`src/logic/tpc_pkg.sv`:
```
// Constants, types and helper functions for the timer with capture, compare and PWM channels.
//
// Notes on behaviour
// RULE1 - One module-wide bit forces all channels into center-aligned PWM only.
// RULE2 - Debug halt mode freezes all counting until normal operation returns.
// RULE3 - Wait mode changes nothing; stop mode halts input clocks, timer idles.
// RULE4 - Input capture copies the 16-bit counter into channel value, sets channel flag.
// RULE5 - Output compare match sets channel flag and clears, sets, toggles or ignores pin.
// RULE6 - Edge-aligned PWM period is modulo plus one; channel value sets the duty.
// RULE7 - Center-aligned PWM counts up to modulo then down to zero.
// RULE8 - Center-aligned high-true clears on up-count match, sets on down-count match.
// RULE9 - Modulo all zeros or all ones makes the counter run its full range.
// RULE10 - Counter reads are harmless; any counter byte write clears the counter.
// RULE11 - External clock on a channel pin leaves that channel software compare only.
// RULE12 - External clock must stay below a quarter of the bus clock.
// RULE13 - Pin released when edge/level field is zero or clock source is zero.
// RULE14 - Mode field 00 capture, 01 compare, 1x edge PWM; each needs nonzero edge/level.
// RULE15 - Capture inputs are synchronised; four-cycle pulses are always caught.
// RULE16 - Toggle compare keeps the old pin level until the next match.
// RULE17 - Edge PWM high-true goes high at zero, low on match; low-true opposite.
// RULE18 - Overflow flag bit 7 sets on wrap; read-while-set then write zero clears.
// RULE19 - A new overflow during the clear sequence restarts it; flag stays set.
// RULE20 - Overflow interrupt enable bit 6 raises the request while the flag is set.
// RULE21 - Center-aligned select bit 5 switches counting to up/down; reset clears it.
// RULE22 - Clock source field bits 4-3 disables counting or picks one of three clocks.
// RULE23 - Prescale field bits 2-0 takes effect the bus cycle after the write.
// RULE24 - Clock codes: 00 none, 01 bus, 10 fixed-frequency, 11 external.
// RULE25 - Prescale value k divides the selected clock by two to the power k.
// RULE26 - Capture edge codes: 01 rising, 10 falling, 11 both edges.
// RULE27 - Compare codes: 00 no pin, 01 toggle, 10 clear, 11 set on match.
package tpc_pkg;
	localparam int TPC_NCH = 2;
	localparam int TPC_EXT_CH = 0;
	localparam logic [3:0] TPC_A_SC = 4'h0;
	localparam logic [3:0] TPC_A_CNTH = 4'h1;
	localparam logic [3:0] TPC_A_CNTL = 4'h2;
	localparam logic [3:0] TPC_A_MODH = 4'h3;
	localparam logic [3:0] TPC_A_MODL = 4'h4;
	localparam logic [3:0] TPC_A_CH0 = 4'h5;
	localparam logic [3:0] TPC_A_STRIDE = 4'h3;
	localparam int TPC_SC_OVF = 7;
	localparam int TPC_SC_IE = 6;
	localparam int TPC_SC_CPWM = 5;
	localparam int TPC_SC_CLKS = 3;
	localparam int TPC_SC_PS = 0;
	localparam int TPC_CH_FLAG = 7;
	localparam int TPC_CH_IE = 6;
	localparam int TPC_CH_MS = 4;
	localparam int TPC_CH_ELS = 2;
	localparam logic [1:0] TPC_CLK_NONE = 2'h0;
	localparam logic [1:0] TPC_CLK_BUS = 2'h1;
	localparam logic [1:0] TPC_CLK_FIX = 2'h2;
	localparam logic [1:0] TPC_CLK_EXT = 2'h3;
	localparam logic [7:0] TPC_SC_RST = 8'h00;
	localparam logic [15:0] TPC_CNT_RST = 16'h0000;
	localparam logic [15:0] TPC_MOD_RST = 16'h0000;
	localparam logic [15:0] TPC_CV_RST = 16'h0000;
	localparam logic [15:0] TPC_FULL = 16'hffff;

	typedef enum logic [1:0] {TPC_IC, TPC_OC, TPC_EPWM, TPC_CPWM} tpc_mode_e;

	// Channel function from the module-wide select and the channel mode field.
	function automatic tpc_mode_e tpc_mode(input logic cpwm, input logic [1:0] ms);
		if (cpwm) begin
			return TPC_CPWM;
		end else if (ms[1]) begin
			return TPC_EPWM;
		end else if (ms[0]) begin
			return TPC_OC;
		end
		return TPC_IC;
	endfunction : tpc_mode

	// Low-bit mask of the prescaler that must be all ones for a divided tick.
	function automatic logic [6:0] tpc_ps_mask(input logic [2:0] ps);
		return 7'((8'h01 << ps) - 8'h01);
	endfunction : tpc_ps_mask
endpackage : tpc_pkg

```
`src/logic/tpc_timer.sv`:
```
// Timer with 16-bit counter, prescaler and capture, compare and PWM channels.
`timescale 1ns/1ps
module tpc_timer
	import tpc_pkg::*;
(
	// Clock and reset.
	input wire logic mclk,
	input wire logic nrst,
	// Register port.
	input wire logic [3:0] addr,
	input wire logic [7:0] wdata,
	input wire logic wr_en,
	input wire logic rd_en,
	output logic [7:0] rdata,
	// Processor modes.
	input wire logic debug_halt_mode,
	input wire logic stop_mode,
	// Count clocks.
	input wire logic fixed_clk_in,
	input wire logic external_count_clock,
	// Channel pins.
	input wire logic [TPC_NCH-1:0] channel_pin_in,
	output logic [TPC_NCH-1:0] channel_pin_out,
	output logic [TPC_NCH-1:0] channel_pin_oe,
	// Interrupt requests.
	output logic overflow_irq,
	output logic [TPC_NCH-1:0] channel_irq
);

	logic [1:0] rst_q;
	logic rst_n;
	logic [7:0] sc_reg;
	logic overflow_flag;
	logic ovf_arm_reg;
	logic [15:0] counter_value;
	logic [15:0] modulo_value;
	logic [6:0] presc_reg;
	logic down_reg;
	logic step_up_reg;
	logic upd_reg;
	logic [2:0] fix_q;
	logic [2:0] ext_q;
	logic src_tick;
	logic cnt_tick;
	logic wrap_ev;
	logic [15:0] top;
	logic cnt_wr;
	logic [7:0] rd_next;
	logic [1:0] clock_source_select;
	logic center_aligned_select;

	// Reset release through two flops keeps recovery timing clean.
	always_ff @(posedge mclk or negedge nrst) begin
		if (!nrst) begin
			rst_q <= 2'h0;
		end else begin
			rst_q <= {rst_q[0], 1'b1};
		end
	end
	assign rst_n = rst_q[1];

	assign clock_source_select = sc_reg[TPC_SC_CLKS +: 2];
	assign center_aligned_select = sc_reg[TPC_SC_CPWM];
	assign cnt_wr = wr_en && (addr == TPC_A_CNTH || addr == TPC_A_CNTL);
	// Modulo of zero or all ones gives the full 16-bit range.
	assign top = (modulo_value == TPC_MOD_RST) ? TPC_FULL : modulo_value; // RULE9

	// Slow clocks are synchronised and edge detected; only the second and third stages are used.
	always_ff @(posedge mclk or negedge rst_n) begin
		if (!rst_n) begin
			fix_q <= 3'h0;
			ext_q <= 3'h0;
		end else begin
			fix_q <= {fix_q[1:0], fixed_clk_in};
			ext_q <= {ext_q[1:0], external_count_clock};
		end
	end

	// Source selection; stop mode stands for halted input clocks.
	always_comb begin
		unique case (clock_source_select) // RULE22 RULE24
			TPC_CLK_NONE: src_tick = 1'b0;
			TPC_CLK_BUS: src_tick = 1'b1;
			TPC_CLK_FIX: src_tick = fix_q[1] && !fix_q[2];
			TPC_CLK_EXT: src_tick = ext_q[1] && !ext_q[2]; // RULE12
		endcase
		src_tick = src_tick && !stop_mode && !debug_halt_mode; // RULE2 RULE3
	end
	// The mask reads the register directly, so a new divide ratio acts next cycle.
	assign cnt_tick = src_tick && ((presc_reg & tpc_ps_mask(sc_reg[TPC_SC_PS +: 3])) ==
		tpc_ps_mask(sc_reg[TPC_SC_PS +: 3])); // RULE23 RULE25

	// Prescaler counts source ticks and is cleared with the counter.
	always_ff @(posedge mclk or negedge rst_n) begin
		if (!rst_n) begin
			presc_reg <= 7'h00;
		end else if (cnt_wr) begin
			presc_reg <= 7'h00;
		end else if (src_tick) begin
			presc_reg <= presc_reg + 7'h01;
		end
	end

	// Wrap event: top to zero when counting up only, one to zero on the down count when center-aligned.
	assign wrap_ev = cnt_tick && !cnt_wr && (center_aligned_select ?
		(down_reg && counter_value == 16'h0001) : (counter_value == top));

	// Main counter: up-only, or up/down while center-aligned is selected.
	always_ff @(posedge mclk or negedge rst_n) begin
		if (!rst_n) begin
			counter_value <= TPC_CNT_RST;
			down_reg <= 1'b0;
			step_up_reg <= 1'b1;
		end else if (cnt_wr) begin
			counter_value <= TPC_CNT_RST; // RULE10
			down_reg <= 1'b0;
			step_up_reg <= 1'b1;
		end else if (cnt_tick) begin
			if (!center_aligned_select) begin
				counter_value <= (counter_value == top) ? 16'h0000 : counter_value + 16'h0001;
				down_reg <= 1'b0; // RULE6
				step_up_reg <= 1'b1;
			end else if (!down_reg && counter_value < top) begin
				counter_value <= counter_value + 16'h0001; // RULE7 RULE21
				step_up_reg <= 1'b1;
			end else if (counter_value != 16'h0000) begin
				counter_value <= counter_value - 16'h0001;
				down_reg <= (counter_value != 16'h0001);
				step_up_reg <= 1'b0;
			end else begin
				counter_value <= 16'h0001;
				down_reg <= 1'b0;
				step_up_reg <= 1'b1;
			end
		end
	end

	// Marks the cycle in which a freshly counted value is present for matching.
	always_ff @(posedge mclk or negedge rst_n) begin
		if (!rst_n) begin
			upd_reg <= 1'b0;
		end else begin
			upd_reg <= cnt_tick && !cnt_wr;
		end
	end

	// Control register; the flag bit is handled apart and is never written to one.
	always_ff @(posedge mclk or negedge rst_n) begin
		if (!rst_n) begin
			sc_reg <= TPC_SC_RST; // RULE21
		end else if (wr_en && addr == TPC_A_SC) begin
			sc_reg <= {1'b0, wdata[6:0]};
		end
	end

	// Modulo bytes are written straight through; no coherency buffer is kept.
	always_ff @(posedge mclk or negedge rst_n) begin
		if (!rst_n) begin
			modulo_value <= TPC_MOD_RST;
		end else if (wr_en && addr == TPC_A_MODH) begin
			modulo_value[15:8] <= wdata;
		end else if (wr_en && addr == TPC_A_MODL) begin
			modulo_value[7:0] <= wdata;
		end
	end

	// Overflow flag: a read while set arms the clear, a new overflow wins and disarms.
	always_ff @(posedge mclk or negedge rst_n) begin
		if (!rst_n) begin
			overflow_flag <= 1'b0;
			ovf_arm_reg <= 1'b0;
		end else if (wrap_ev) begin
			overflow_flag <= 1'b1; // RULE18 RULE19
			ovf_arm_reg <= 1'b0;
		end else if (wr_en && addr == TPC_A_SC && !wdata[TPC_SC_OVF] && ovf_arm_reg) begin
			overflow_flag <= 1'b0; // RULE18
			ovf_arm_reg <= 1'b0;
		end else if (rd_en && addr == TPC_A_SC && overflow_flag) begin
			ovf_arm_reg <= 1'b1;
		end
	end

	// Overflow request follows flag and enable.
	always_ff @(posedge mclk or negedge rst_n) begin
		if (!rst_n) begin
			overflow_irq <= 1'b0;
		end else begin
			overflow_irq <= overflow_flag && sc_reg[TPC_SC_IE]; // RULE20
		end
	end

	// Per-channel state.
	// Bits 4:0 hold enable, mode and edge/level; the flag lives in its own register.
	logic [4:0] ch_ctl_reg [TPC_NCH];
	logic [15:0] channel_value [TPC_NCH];
	logic [TPC_NCH-1:0] ch_flag_reg;
	logic [TPC_NCH-1:0] ch_arm_reg;
	logic [TPC_NCH-1:0] cap_ev;
	logic [TPC_NCH-1:0] set_ev;
	logic [TPC_NCH-1:0] pin_act;

	for (genvar i = 0; i < TPC_NCH; i++) begin : g_ch
		localparam logic [3:0] BASE = 4'(TPC_A_CH0 + TPC_A_STRIDE * 4'(i));
		logic [2:0] in_q;
		logic [1:0] edge_level_select;
		tpc_mode_e md;
		logic match;
		logic ext_share;

		assign edge_level_select = ch_ctl_reg[i][TPC_CH_ELS - 2 +: 2];
		assign md = tpc_mode(center_aligned_select, ch_ctl_reg[i][TPC_CH_MS - 2 +: 2]); // RULE1 RULE14
		assign ext_share = (i == TPC_EXT_CH) && (clock_source_select == TPC_CLK_EXT);
		// Pin is released on zero edge/level, no clock, or a shared external clock.
		assign pin_act[i] = (edge_level_select != 2'h0) && (clock_source_select != TPC_CLK_NONE)
			&& !ext_share; // RULE11 RULE13
		assign match = upd_reg && counter_value == channel_value[i];

		// Two synchronising stages, a third for edge detection.
		always_ff @(posedge mclk or negedge rst_n) begin
			if (!rst_n) begin
				in_q <= 3'h0;
			end else begin
				in_q <= {in_q[1:0], channel_pin_in[i]}; // RULE15
			end
		end

		// Capture edge decode; disabled outside input capture mode.
		assign cap_ev[i] = pin_act[i] && md == TPC_IC && (
			(edge_level_select[0] && in_q[1] && !in_q[2]) ||
			(edge_level_select[1] && !in_q[1] && in_q[2])); // RULE26
		// Compare runs on with no pin action, which is the software timer use.
		assign set_ev[i] = cap_ev[i] || (match && md != TPC_IC &&
			(md == TPC_OC || edge_level_select != 2'h0)); // RULE5 RULE11

		// Control fields of the channel.
		always_ff @(posedge mclk or negedge rst_n) begin
			if (!rst_n) begin
				ch_ctl_reg[i] <= 5'h00;
			end else if (wr_en && addr == BASE) begin
				ch_ctl_reg[i] <= wdata[6:2];
			end
		end

		// Value register: capture loads it, software may not write it during capture.
		always_ff @(posedge mclk or negedge rst_n) begin
			if (!rst_n) begin
				channel_value[i] <= TPC_CV_RST;
			end else if (cap_ev[i]) begin
				channel_value[i] <= counter_value; // RULE4
			end else if (wr_en && addr == BASE + 4'h1 && md != TPC_IC) begin
				channel_value[i][15:8] <= wdata;
			end else if (wr_en && addr == BASE + 4'h2 && md != TPC_IC) begin
				channel_value[i][7:0] <= wdata;
			end
		end

		// Channel flag with the same read-then-write-zero clear as the overflow flag.
		always_ff @(posedge mclk or negedge rst_n) begin
			if (!rst_n) begin
				ch_flag_reg[i] <= 1'b0;
				ch_arm_reg[i] <= 1'b0;
			end else if (set_ev[i]) begin
				ch_flag_reg[i] <= 1'b1; // RULE4 RULE5
				ch_arm_reg[i] <= 1'b0;
			end else if (wr_en && addr == BASE && !wdata[TPC_CH_FLAG] && ch_arm_reg[i]) begin
				ch_flag_reg[i] <= 1'b0;
				ch_arm_reg[i] <= 1'b0;
			end else if (rd_en && addr == BASE && ch_flag_reg[i]) begin
				ch_arm_reg[i] <= 1'b1;
			end
		end

		// Pin level; it holds its value across mode changes, so toggle starts from it.
		always_ff @(posedge mclk or negedge rst_n) begin
			if (!rst_n) begin
				channel_pin_out[i] <= 1'b0;
			end else if (pin_act[i] && upd_reg) begin
				unique case (md)
					TPC_IC: channel_pin_out[i] <= channel_pin_out[i];
					TPC_OC: begin
						if (match) begin
							unique case (edge_level_select) // RULE27
								2'h1: channel_pin_out[i] <= !channel_pin_out[i]; // RULE16
								2'h2: channel_pin_out[i] <= 1'b0;
								2'h3: channel_pin_out[i] <= 1'b1;
								default: channel_pin_out[i] <= channel_pin_out[i];
							endcase
						end
					end
					TPC_EPWM: begin
						// A match at zero wins, giving a steady inactive level.
						if (match) begin
							channel_pin_out[i] <= edge_level_select[0]; // RULE17
						end else if (counter_value == 16'h0000) begin
							channel_pin_out[i] <= !edge_level_select[0]; // RULE6
						end
					end
					TPC_CPWM: begin
						if (match) begin
							channel_pin_out[i] <= edge_level_select[0] ^ !step_up_reg; // RULE8
						end
					end
				endcase
			end
		end

		// Output enable and interrupt request per channel.
		always_ff @(posedge mclk or negedge rst_n) begin
			if (!rst_n) begin
				channel_pin_oe[i] <= 1'b0;
				channel_irq[i] <= 1'b0;
			end else begin
				channel_pin_oe[i] <= pin_act[i] && md != TPC_IC; // RULE13
				channel_irq[i] <= ch_flag_reg[i] && ch_ctl_reg[i][TPC_CH_IE - 2];
			end
		end
	end

	// Read mux; reads never touch counting, unmapped addresses read zero.
	always_comb begin
		rd_next = 8'h00;
		unique case (addr)
			TPC_A_SC: rd_next = {overflow_flag, sc_reg[6:0]};
			TPC_A_CNTH: rd_next = counter_value[15:8]; // RULE10
			TPC_A_CNTL: rd_next = counter_value[7:0];
			TPC_A_MODH: rd_next = modulo_value[15:8];
			TPC_A_MODL: rd_next = modulo_value[7:0];
			default: begin
				for (int k = 0; k < TPC_NCH; k++) begin
					if (addr == 4'(TPC_A_CH0 + TPC_A_STRIDE * 4'(k))) begin
						rd_next = {ch_flag_reg[k], ch_ctl_reg[k], 2'b00};
					end else if (addr == 4'(TPC_A_CH0 + TPC_A_STRIDE * 4'(k) + 4'h1)) begin
						rd_next = channel_value[k][15:8];
					end else if (addr == 4'(TPC_A_CH0 + TPC_A_STRIDE * 4'(k) + 4'h2)) begin
						rd_next = channel_value[k][7:0];
					end
				end
			end
		endcase
	end

	// Read data stand in the cycle after the strobe only.
	always_ff @(posedge mclk or negedge rst_n) begin
		if (!rst_n) begin
			rdata <= 8'h00;
		end else begin
			rdata <= rd_en ? rd_next : 8'h00;
		end
	end

	// Checks kept beside the logic.
	a_halt_freezes_count: assert property (@(posedge mclk) disable iff (!rst_n) // RULE2
		debug_halt_mode && !cnt_wr |=> $stable(counter_value))
		else $error("Counter moved during debug halt.");

	a_cnt_write_clears: assert property (@(posedge mclk) disable iff (!rst_n) // RULE10
		cnt_wr |=> counter_value == 16'h0000 && presc_reg == 7'h00)
		else $error("Counter write did not clear the count.");

	a_ovf_flag_holds: assert property (@(posedge mclk) disable iff (!rst_n) // RULE18
		overflow_flag && !(wr_en && addr == TPC_A_SC && !wdata[TPC_SC_OVF]) |=> overflow_flag)
		else $error("Overflow flag dropped without a clear write.");

	a_ovf_set_wins: assert property (@(posedge mclk) disable iff (!rst_n) // RULE19
		wrap_ev |=> overflow_flag && !ovf_arm_reg)
		else $error("Overflow lost or clear sequence not restarted.");

	a_ovf_irq_follows: assert property (@(posedge mclk) disable iff (!rst_n) // RULE20
		overflow_flag && sc_reg[TPC_SC_IE] |=> overflow_irq)
		else $error("Overflow request missing.");

	a_free_run_wrap: assert property (@(posedge mclk) disable iff (!rst_n) // RULE9
		cnt_tick && !cnt_wr && !center_aligned_select && counter_value != TPC_FULL &&
		(modulo_value == TPC_MOD_RST || modulo_value == TPC_FULL) |=>
		counter_value == $past(counter_value) + 16'h0001)
		else $error("Free-running counter wrapped early.");

	a_center_no_capture: assert property (@(posedge mclk) disable iff (!rst_n) // RULE1
		center_aligned_select |-> cap_ev == '0)
		else $error("Capture while center-aligned.");

	a_capture_value: assert property (@(posedge mclk) disable iff (!rst_n) // RULE4
		cap_ev[1] |=> channel_value[1] == $past(counter_value) && ch_flag_reg[1])
		else $error("Capture did not load counter value.");

	a_pin_release: assert property (@(posedge mclk) disable iff (!rst_n) // RULE13
		clock_source_select == TPC_CLK_NONE ##1 clock_source_select == TPC_CLK_NONE
		|=> channel_pin_oe == '0)
		else $error("Pin driven with no clock selected.");

endmodule : tpc_timer

```
`config.mk`:
```
export PLATFORM = sky130hd
export DESIGN_NAME = tpc_timer
export DESIGN_NICKNAME = d
export VERILOG_FILES = /design/src/logic/tpc_pkg.sv /design/src/logic/tpc_timer.sv
export SDC_FILE = /design/constraint.sdc
export NUM_CORES = 1
export LEC_CHECK = 0
export BUFFER_PORTS_ARGS = -buffer_cell sky130_fd_sc_hd__buf_2
export CAP_MARGIN = 10
export CORE_MARGIN = 5
export CORE_UTILIZATION = 55
export CTS_BUF_LIST = sky130_fd_sc_hd__clkbuf_4
export DETAILED_ROUTE_END_ITERATION = 7
export PLACE_DENSITY = 0.8
export SLEW_MARGIN = 20
export SYNTH_ARGS = -nofsm -noshare
export SYNTH_HDL_FRONTEND = slang
export SYNTH_SLANG_ARGS = --single-unit
export TNS_END_PERCENT = 50
```
`constraint.sdc`:
```
create_clock -name mclk -period 9.35 [get_ports mclk]
set_clock_uncertainty 0.05 [all_clocks]
set_input_delay 1.87 -clock mclk [delete_from_list [all_inputs] [get_ports mclk]]
set_output_delay 1.87 -clock mclk [all_outputs]
set_load 0.01 [all_outputs]
```
== Word-level counts from Yosys, hierarchy flattened ==
Cells that the tools add are included.
Word-level totals
  flip-flop bits (word level): 126
  bits of input ports: 22
  output and inout port bits: 15
Operators by class
  add/subtract/negate cells: 4
  magnitude comparators: 1
  eq/ne operators: 42
  shift operators: 1
  mux-type cells: 78
  bitwise gates (word level): 6
  reduce and logical (&&, ||, !) cells: 117
Operators by type and width (count)
  $mux 16: 9
  $mux 8: 13
  $logic_and 1x1->1: 63
  $eq 16x16->1: 3
  $mux 1: 40
  $pmux 8 s5: 1
  $logic_not 16->1: 2
  $reduce_bool 2->1: 14
  $eq 2x2->1 const B: 10
  $logic_not 1->1: 17
  $add 16x1->16 const B: 1
  $eq 16x1->1 const B: 1
  $eq 4x3->1 const B: 4
  $lt 16x16->1: 1
  $mux 2: 8
  $ne 16x1->1 const B: 1
  $reduce_bool 16->1: 1
  $sub 16x1->16 const B: 1
  $mux 7: 2
  $eq 4x4->1 const B: 3
  $ne 2x2->1 const B: 6
  $pmux 1 s3: 4
  $reduce_and 6->1: 2
  $eq 2x1->1 const B: 5
  17 further kinds: 37

== Longest topological paths before layout ==
Gate-level depths: netlist (run 1).
  depth after elaboration: 9
  gate-level depth with buffers: 14

== Least setup slack after synthesis (run 1) ==
Ideal clock, no wire load.
  path type: input to register
  start: input port addr[0]
  end: register counter_value[12]
  library setup time: 0.133 ns
  arrival time: 3.409 ns
  data required time: 9.167 ns
  slack: 5.758 ns
  stages on the path: 9
  buffers on the path: 2
  cell sequence: buf_2 -> inv_2 -> nand2_2 -> a21oi_2 -> nor3_2 -> and2_4 -> buf_4 -> a2111oi_0 -> nor2_1
On the way
  cells in the longest elaborated chain, start to end: 4
RTL lines
  start, declared: line tpc_timer.sv:10  | input wire logic [3:0] addr,
  $eq 4x1->1 / $eq 4x2->1 (equally long branches): line tpc_timer.sv:64  | assign cnt_wr = wr_en && (addr == TPC_A_CNTH || addr == TPC_A_CNTL);
  $logic_or 1x1->1 (*): line tpc_timer.sv:64
  $logic_and 1x1->1 (*): line tpc_timer.sv:64
  $mux 16 / $reduce_bool 2->1 (equally long branches)
  end signal, assigned: line tpc_timer.sv:120  | counter_value <= (counter_value == top) ? 16'h0000 : counter_value + 16'h0001;
  end signal, assigned: line tpc_timer.sv:124  | counter_value <= counter_value + 16'h0001;
  end signal, assigned: line tpc_timer.sv:127  | counter_value <= counter_value - 16'h0001;
  end, declared: line tpc_timer.sv:35  | logic [15:0] counter_value;
Every way passes the cells marked *; elsewhere a longest branch is shown, timed or not.
A chain may end at the register's enable or synchronous reset.

== Final worst setup path (run 1) ==
  start: input port addr[1]
  end: register counter_value[12]
The elaborated chain is that of the path after synthesis.

==> out/metrics.yaml, run 1 <==
outcome:
  outcome: "complete, no violations"
route:
  drcViolationCount: 0
  detail_route.iter0.violations: 867
  wire_per_inst_um: 22.14
  number_of_antenna_violating_nets_in_the_routed_design: 0
  wl_um: 23160
  drt-pass1-iter-count: 6
  post_drt_via_cell_ratio: 6.599
  dr_total_vias: 6903
pwr:
  worst_ir_drop_vdd_uv: 200.7
  power.leakage_nw: 3.426
  post-layout-total-power_mw: 2.181
  power-per-cell-area_nw_per_um2: 259.7
clocking:
  clock_latency_of_the_later_clocked_register_in_the_worst_skew_pair_ns: 0.54
  clkSinkCount: 126
  tritoncts: "yes"
  cts_buffers: 17
  cts-resized-gates: 0
  root_buffer: "clkbuf_4"
  cts.reportedPaths.clkPinSlew_ns: 0.12
  post-cts-setup-buffers: 0
  postCtsHoldBufs: 0
  number_of_buffers_on_the_longest_clock_path: 2
  clock_tree.htree_level_count: 4
grt:
  gr-usage-met3_pct: 8.309
  globalRoute.totalOverflow: 0
  global_route_wire_length_before_repair_um: 36830
  antenna_violations_before_repair: 0
  grt_max_degree: 74
  use_met2_pct: 43.86
  number_of_global_route_vias_before_repair: 6655
  groute.layer.met1.usage_pct: 37.59
  top_usage_layer: "met2"
  gr-usage-all-layers_pct: 28.66
synth:
  postSynth.topFlopCell: "dfrtp_1"
  post_synth_num_cell_types: 81
  synth_async_sr_flop_share_pct: 100.0
  synth_sequential_area_ratio_pct: 39.96
  synth_fp_nets: 892
  synth-edff-count: 0
  post_synth.cell_area_avg_um2: 9.342
  netlist_instances: 845
  netlist_area_um2: 7894
  postSynthRegisterBits: 126
  yosysWarningCount: 0
placed_design:
  port_buf_inserts: 36
  detailed_placement_wirelength_estimate_um: 16390
  placer_congestion_estimate: 1.013
flow_run:
  drv_cap: 0
critical_path:
  worstSetupEndpointType: "register"
  worstPathRequired_ns: 9.73
  cp-start-kind: "input port"
  setup_cp_type: "input port to register"
  cp_max_fo: 23
  worstPathArrival_ns: 4.45
final_layout:
  fin_nets: 899
  drive_above_1_share_pct: 16.53
  area_delta_synth_final_pct: 6.356
  largest_register: "channel_value"
  postLayoutCoreUtil_pct: 60.02
  largest_reg_flops: 32
  largest_registers_ranked_by_flip_flop_count: "channel_value (32), counter_value (16), modulo_value (16)"
  layout_common_cells: "124 x dfrtp_1, 89 x nand2_1, 71 x o21ai_0, 61 x nor2_1, 46 x mux2i_1"
  multiInputGateArea_um2: 4424
  register_area_um2: 3158
  fill_cells: 1189
  final_common_cell: "dfrtp_1"
sta:
  setup-tns-final_ns: 0
  finalMaxSlewViolations: 0
  finalHoldViolCount: 0
  shortest_period_the_worst_path_allows_ns: 4.073
  unrepaired_setup_endpoints_after_global_routing: "no"
  tightestPinTransition_ns: 0.9464
  final_min_period_over_clock_period_pct: 43.56
  max_clock_freq_ghz: 0.2455
  maxSlewHeadroom_pct: 36.91
  report.final.setup_viol: 0
floorplanning:
  die_area_um2: 16850
  floorplan.initialDensity_pct: 56.43
  core_area_um2: 13990
  floorplan.rows: 43
  floorplan.io_pins: 37
  chipHeight_um: 129.8
  die_x_um: 129.8
min_path:
  worstHoldPathType: "register to async pin"
-- synthesized netlist by cell type (all sizes together) (7+ instances only) --
library cell / number / share of area [%]
a21oi: 46 / 3.0
a221oi: 15 / 1.7
a31oi: 8 / 0.82
and2: 9 / 0.78
buf: 28 / 2.0
clkbuf: 26 / 1.2
dfrtp: 125 / 40
ha: 25 / 4.0
inv: 19 / 0.90
mux2: 36 / 5.1
mux2i: 46 / 5.8
nand2: 91 / 4.4
nand2b: 10 / 0.79
nand3: 19 / 1.2
nand4: 12 / 1.0
nor2: 64 / 3.1
nor2b: 9 / 0.71
nor3: 27 / 2.4
nor4: 14 / 1.2
o21ai: 75 / 4.8
o22ai: 7 / 0.55
xnor2: 19 / 2.1
xor2: 23 / 2.6
-- cell type report --
| cell class | instances | share of cell area (%) |
|---|---|---|
| timing repair buffer | 42 | 2.683 |
| clock inverter | 10 | 1.475 |
| clock buffer | 22 | 1.967 |
| inverter | 19 | 0.8495 |
| antenna | 1 | 0.02981 |
| tap | 180 | 2.683 |
| sequential | 126 | 37.62 |
| multi-input combinational | 646 | 52.70 |
-- critical path, stage by stage --
cell	delay, ns
buf_2	0.24
inv_1	0.38
nand2_1	0.25
a21oi_2	0.68
nor3_2	0.20
and2_4	0.27
a2111oi_0	0.45
nor2_1	0.10
-- final timing paths --
check / cells after the start / startpoint / slack (ns) / end
worst min register to register: 0 / rst_q[1]$_DFF_PN0_ / 0.30 / fix_q[2]$_DFF_PN0_
worst max register to register: 11 / modulo_value[4]$_DFFE_PN0P_ / 5.54 / counter_value[12]$_DFFE_PN0P_
min in group mclk: 0 / rst_q[0]$_DFF_PN0_ / 0.30 / rst_q[1]$_DFF_PN0_
max in group asynchronous: 1 / rst_q[1]$_DFF_PN0_ / 7.57 / rdata[4]$_DFF_PN0_
worst min-delay path: 0 / rst_q[1]$_DFF_PN0_ / 0.30 / fix_q[2]$_DFF_PN0_
worst max-delay path: 8 / addr[1] / 5.28 / counter_value[12]$_DFFE_PN0P_
-- where the power goes --
part | leakage [nW] | switching, mW | total (mW) | internal (mW)
logic | 1.70 | 0.436 | 0.784 | 0.347
registers | 1.57 | 0.298 | 0.995 | 0.698
clock network | 0.160 | 0.205 | 0.402 | 0.196
-- through the flow --
step | std cells | hold WS, ns | cell area [um^2] | setup slack, ns
final | 1046 | 0.3038 | 8396 | 5.277
after global routing | 1045 | 0.3140 | 8393 | 5.129
after CTS | 1045 | 0.3084 | 8393 | 5.387
after detailed placement | 1013 | 0.2847 | 8104 | 4.811
after global placement | 1013 | 0.2824 | 8104 | 4.855
after floorplan | 845 | 0.2812 | 7894 | 5.531
-- kinds of logic after synthesis --
| kind of cell | share of synthesized area, % |
|---|---|
| fa+ha+maj | 3.963 |
| compound gates | 16.60 |
| other cells | 0.04751 |
| flops | 39.96 |
| mux | 11.82 |
| buf+inv | 4.121 |
| simple gates | 18.83 |
| xor+xnor | 4.660 |
-- routing by layer --
metal	vias to the layer above	share of wire, %
li1	3098	-
met1	3328	40
met2	388	45
met3	89	10
met4	0	4.6
met5	-	0
No activity file was read; power rests on OpenSTA's default activity.
==> run 2: changes to the inputs <==
- clock period: 9.35 -> 4.2 ns (I/O delays scaled with it)
==> out/metrics.yaml, run 2 (synthesis gave the netlist of run 1 again) <==
outcome:
  outcome: "finished with violations"
  failed_checks: "design-rule violations"
sta:
  shortest_period_the_worst_path_allows_ns: 3.721
  report.final.setup_viol: 0
  final_min_period_over_clock_period_pct: 88.59
  unrepaired_setup_endpoints_after_global_routing: "no"
  finalMaxSlewViolations: 0
  setup-tns-final_ns: 0
  maxSlewHeadroom_pct: 44.73
  hold-worst-slack_ns: 0.3016
  finalHoldViolCount: 0
  max_clock_freq_ghz: 0.2688
  final_critical_path_setup_slack_ns: 0.4794
  tightestPinTransition_ns: 0.8290
clocking:
  cts.reportedPaths.clkPinSlew_ns: 0.10
  clock_latency_of_the_later_clocked_register_in_the_worst_skew_pair_ns: 0.54
  clkSinkCount: 126
  clock_tree.htree_level_count: 4
  cts-resized-gates: 0
  root_buffer: "clkbuf_4"
  tritoncts: "yes"
  number_of_buffers_on_the_longest_clock_path: 2
  cts_buffers: 17
floorplanning:
  die_area_um2: 16850
  floorplan.initialDensity_pct: 56.43
  chipHeight_um: 129.8
  die_x_um: 129.8
  floorplan.rows: 43
  core_area_um2: 13990
  floorplan.io_pins: 37
grt:
  globalRoute.totalOverflow: 0
  gr-usage-all-layers_pct: 27.67
  global_route_wire_length_before_repair_um: 35690
  grt_max_degree: 125
  use_met2_pct: 42.64
  antenna_violations_before_repair: 0
  gr-usage-met3_pct: 7.450
  top_usage_layer: "met2"
  groute.layer.met1.usage_pct: 35.33
  number_of_global_route_vias_before_repair: 6705
route:
  drt-pass1-iter-count: 8
  detail_route.iter0.violations: 704
  post_drt_via_cell_ratio: 6.648
  wl_um: 22640
  wire_per_inst_um: 21.43
  drcViolationCount: 1
  dr_total_vias: 7020
  number_of_antenna_violating_nets_in_the_routed_design: 0
pwr:
  power-per-cell-area_nw_per_um2: 560.4
  power_switching_mw: 2.069
  internal_power_mw: 2.661
  share_clk_of_total_power_pct: 15.6
  worst_ir_drop_vdd_uv: 320.9
  p_seq_share_pct: 44.2
  power.combinational.fraction_pct: 40.1
  power.leakage_nw: 3.469
  p_sw_share_pct: 43.74
placed_design:
  port_buf_inserts: 36
  placer_congestion_estimate: 0.9981
  detailed_placement_wirelength_estimate_um: 15830
  post-place-ws_ns: 0.5743
final_layout:
  fill_cells: 1207
  drive_above_1_share_pct: 17.35
  layout_common_cells: "124 x dfrtp_1, 89 x nand2_1, 71 x o21ai_0, 61 x nor2_1, 46 x mux2i_1"
  largest_reg_flops: 32
  largest_register: "channel_value"
  multiInputGateArea_um2: 4424
  largest_registers_ranked_by_flip_flop_count: "channel_value (32), counter_value (16), modulo_value (16)"
  antennaDiodeCount: 0
  final_common_cell: "dfrtp_1"
  area_delta_synth_final_pct: 6.927
  register_area_um2: 3158
  fin_nets: 911
min_path:
  worstHoldPathType: "register to register"
critical_path:
  timing.reg2reg.worst_path_depth: 11
  critical_path.endpoint: "counter_value[7]$_DFFE_PN0P_"
  cp_max_fo: 23
  crit-reg2reg-capture: "counter_value[7]$_DFFE_PN0P_"
  cp-start-kind: "register"
  worstPathRequired_ns: 4.59
  crit_path_start: "modulo_value[8]$_DFFE_PN0P_"
  timing.rr.start: "modulo_value[8]$_DFFE_PN0P_"
  worstPathArrival_ns: 4.11
  worstSetupEndpointType: "register"
  setup_cp_type: "register to register"
  reg2reg_slack_ns: 0.48
flow_run:
  drv_cap: 0
==> run 2: worst min-delay path by stage <==
stage                                         start                   endpoint  slack, ns  cells past startpoint
after floorplan                  ext_q[0]$_DFF_PN0_         ext_q[1]$_DFF_PN0_       0.28                      0
after global placement           ext_q[0]$_DFF_PN0_         ext_q[1]$_DFF_PN0_       0.28                      0
after detailed placement         fix_q[0]$_DFF_PN0_         fix_q[1]$_DFF_PN0_       0.29                      0
after CTS                 g_ch[0].in_q[0]$_DFF_PN0_  g_ch[0].in_q[1]$_DFF_PN0_       0.30                      0
after global routing                   fixed_clk_in         fix_q[0]$_DFF_PN0_       0.31                      1
final                     g_ch[0].in_q[0]$_DFF_PN0_  g_ch[0].in_q[1]$_DFF_PN0_       0.30                      0
==> run 2: critical path, stage by stage, from the launching register on <==
cell and delay (ns):
dfrtp_1 0.43, nor4_1 0.32, and4_1 0.54, nor2_1 0.10, ha_1 0.32, a21oi_1 0.19
o2111ai_1 0.15, a21o_1 0.21, o31ai_1 0.56, and2_4 0.41, a221oi_1 0.13, a22oi_1 0.21
==> run 2: per-stage QoR <==
stage | instances | util [%] | power [mW] | area (um^2)
after detailed placement | 1024 | 58.61 | 3.943 | 8199
after floorplan | 845 | - | 3.365 | 7894
after CTS | 1056 | 60.34 | 4.687 | 8441
final | 1056 | 60.34 | 4.730 | 8441
after global routing | 1056 | 60.34 | 5.040 | 8441
after global placement | 1024 | 58.61 | 3.874 | 8199
==> run 2: timing repair <==
action | in CTS | in global routing
buffers inserted | 0 | 0
endpoints found under the hold margin | 2 | 0
hold buffers | 1 | 0
==> run 2: layout make-up <==
class                      count  area share (%)
sequential                   126           37.41
inverter                      19          0.8449
clock buffer                  21           1.868
clock inverter                10          0.8746
tap                          180           2.668
timing repair buffer          54           3.913
multi-input combinational    646           52.42
==> run 2: power by group through the flow <==
stage,registers [mW],logic [mW],clock network [mW]
finish,2.09,1.90,0.740
global route,2.13,2.10,0.813
CTS,2.07,1.86,0.753
detailed placement,2.10,1.85,0
global placement,2.08,1.79,0
floorplan,1.87,1.50,0
==> run 2: metal layers <==
| metal | part of all wire (%) | routed length, um |
|---|---|---|
| met1 | 38 | 8637 |
| met2 | 45 | 10170 |
| met3 | 11 | 2377 |
| met4 | 6.4 | 1445 |
| met5 | 0 | 0 |
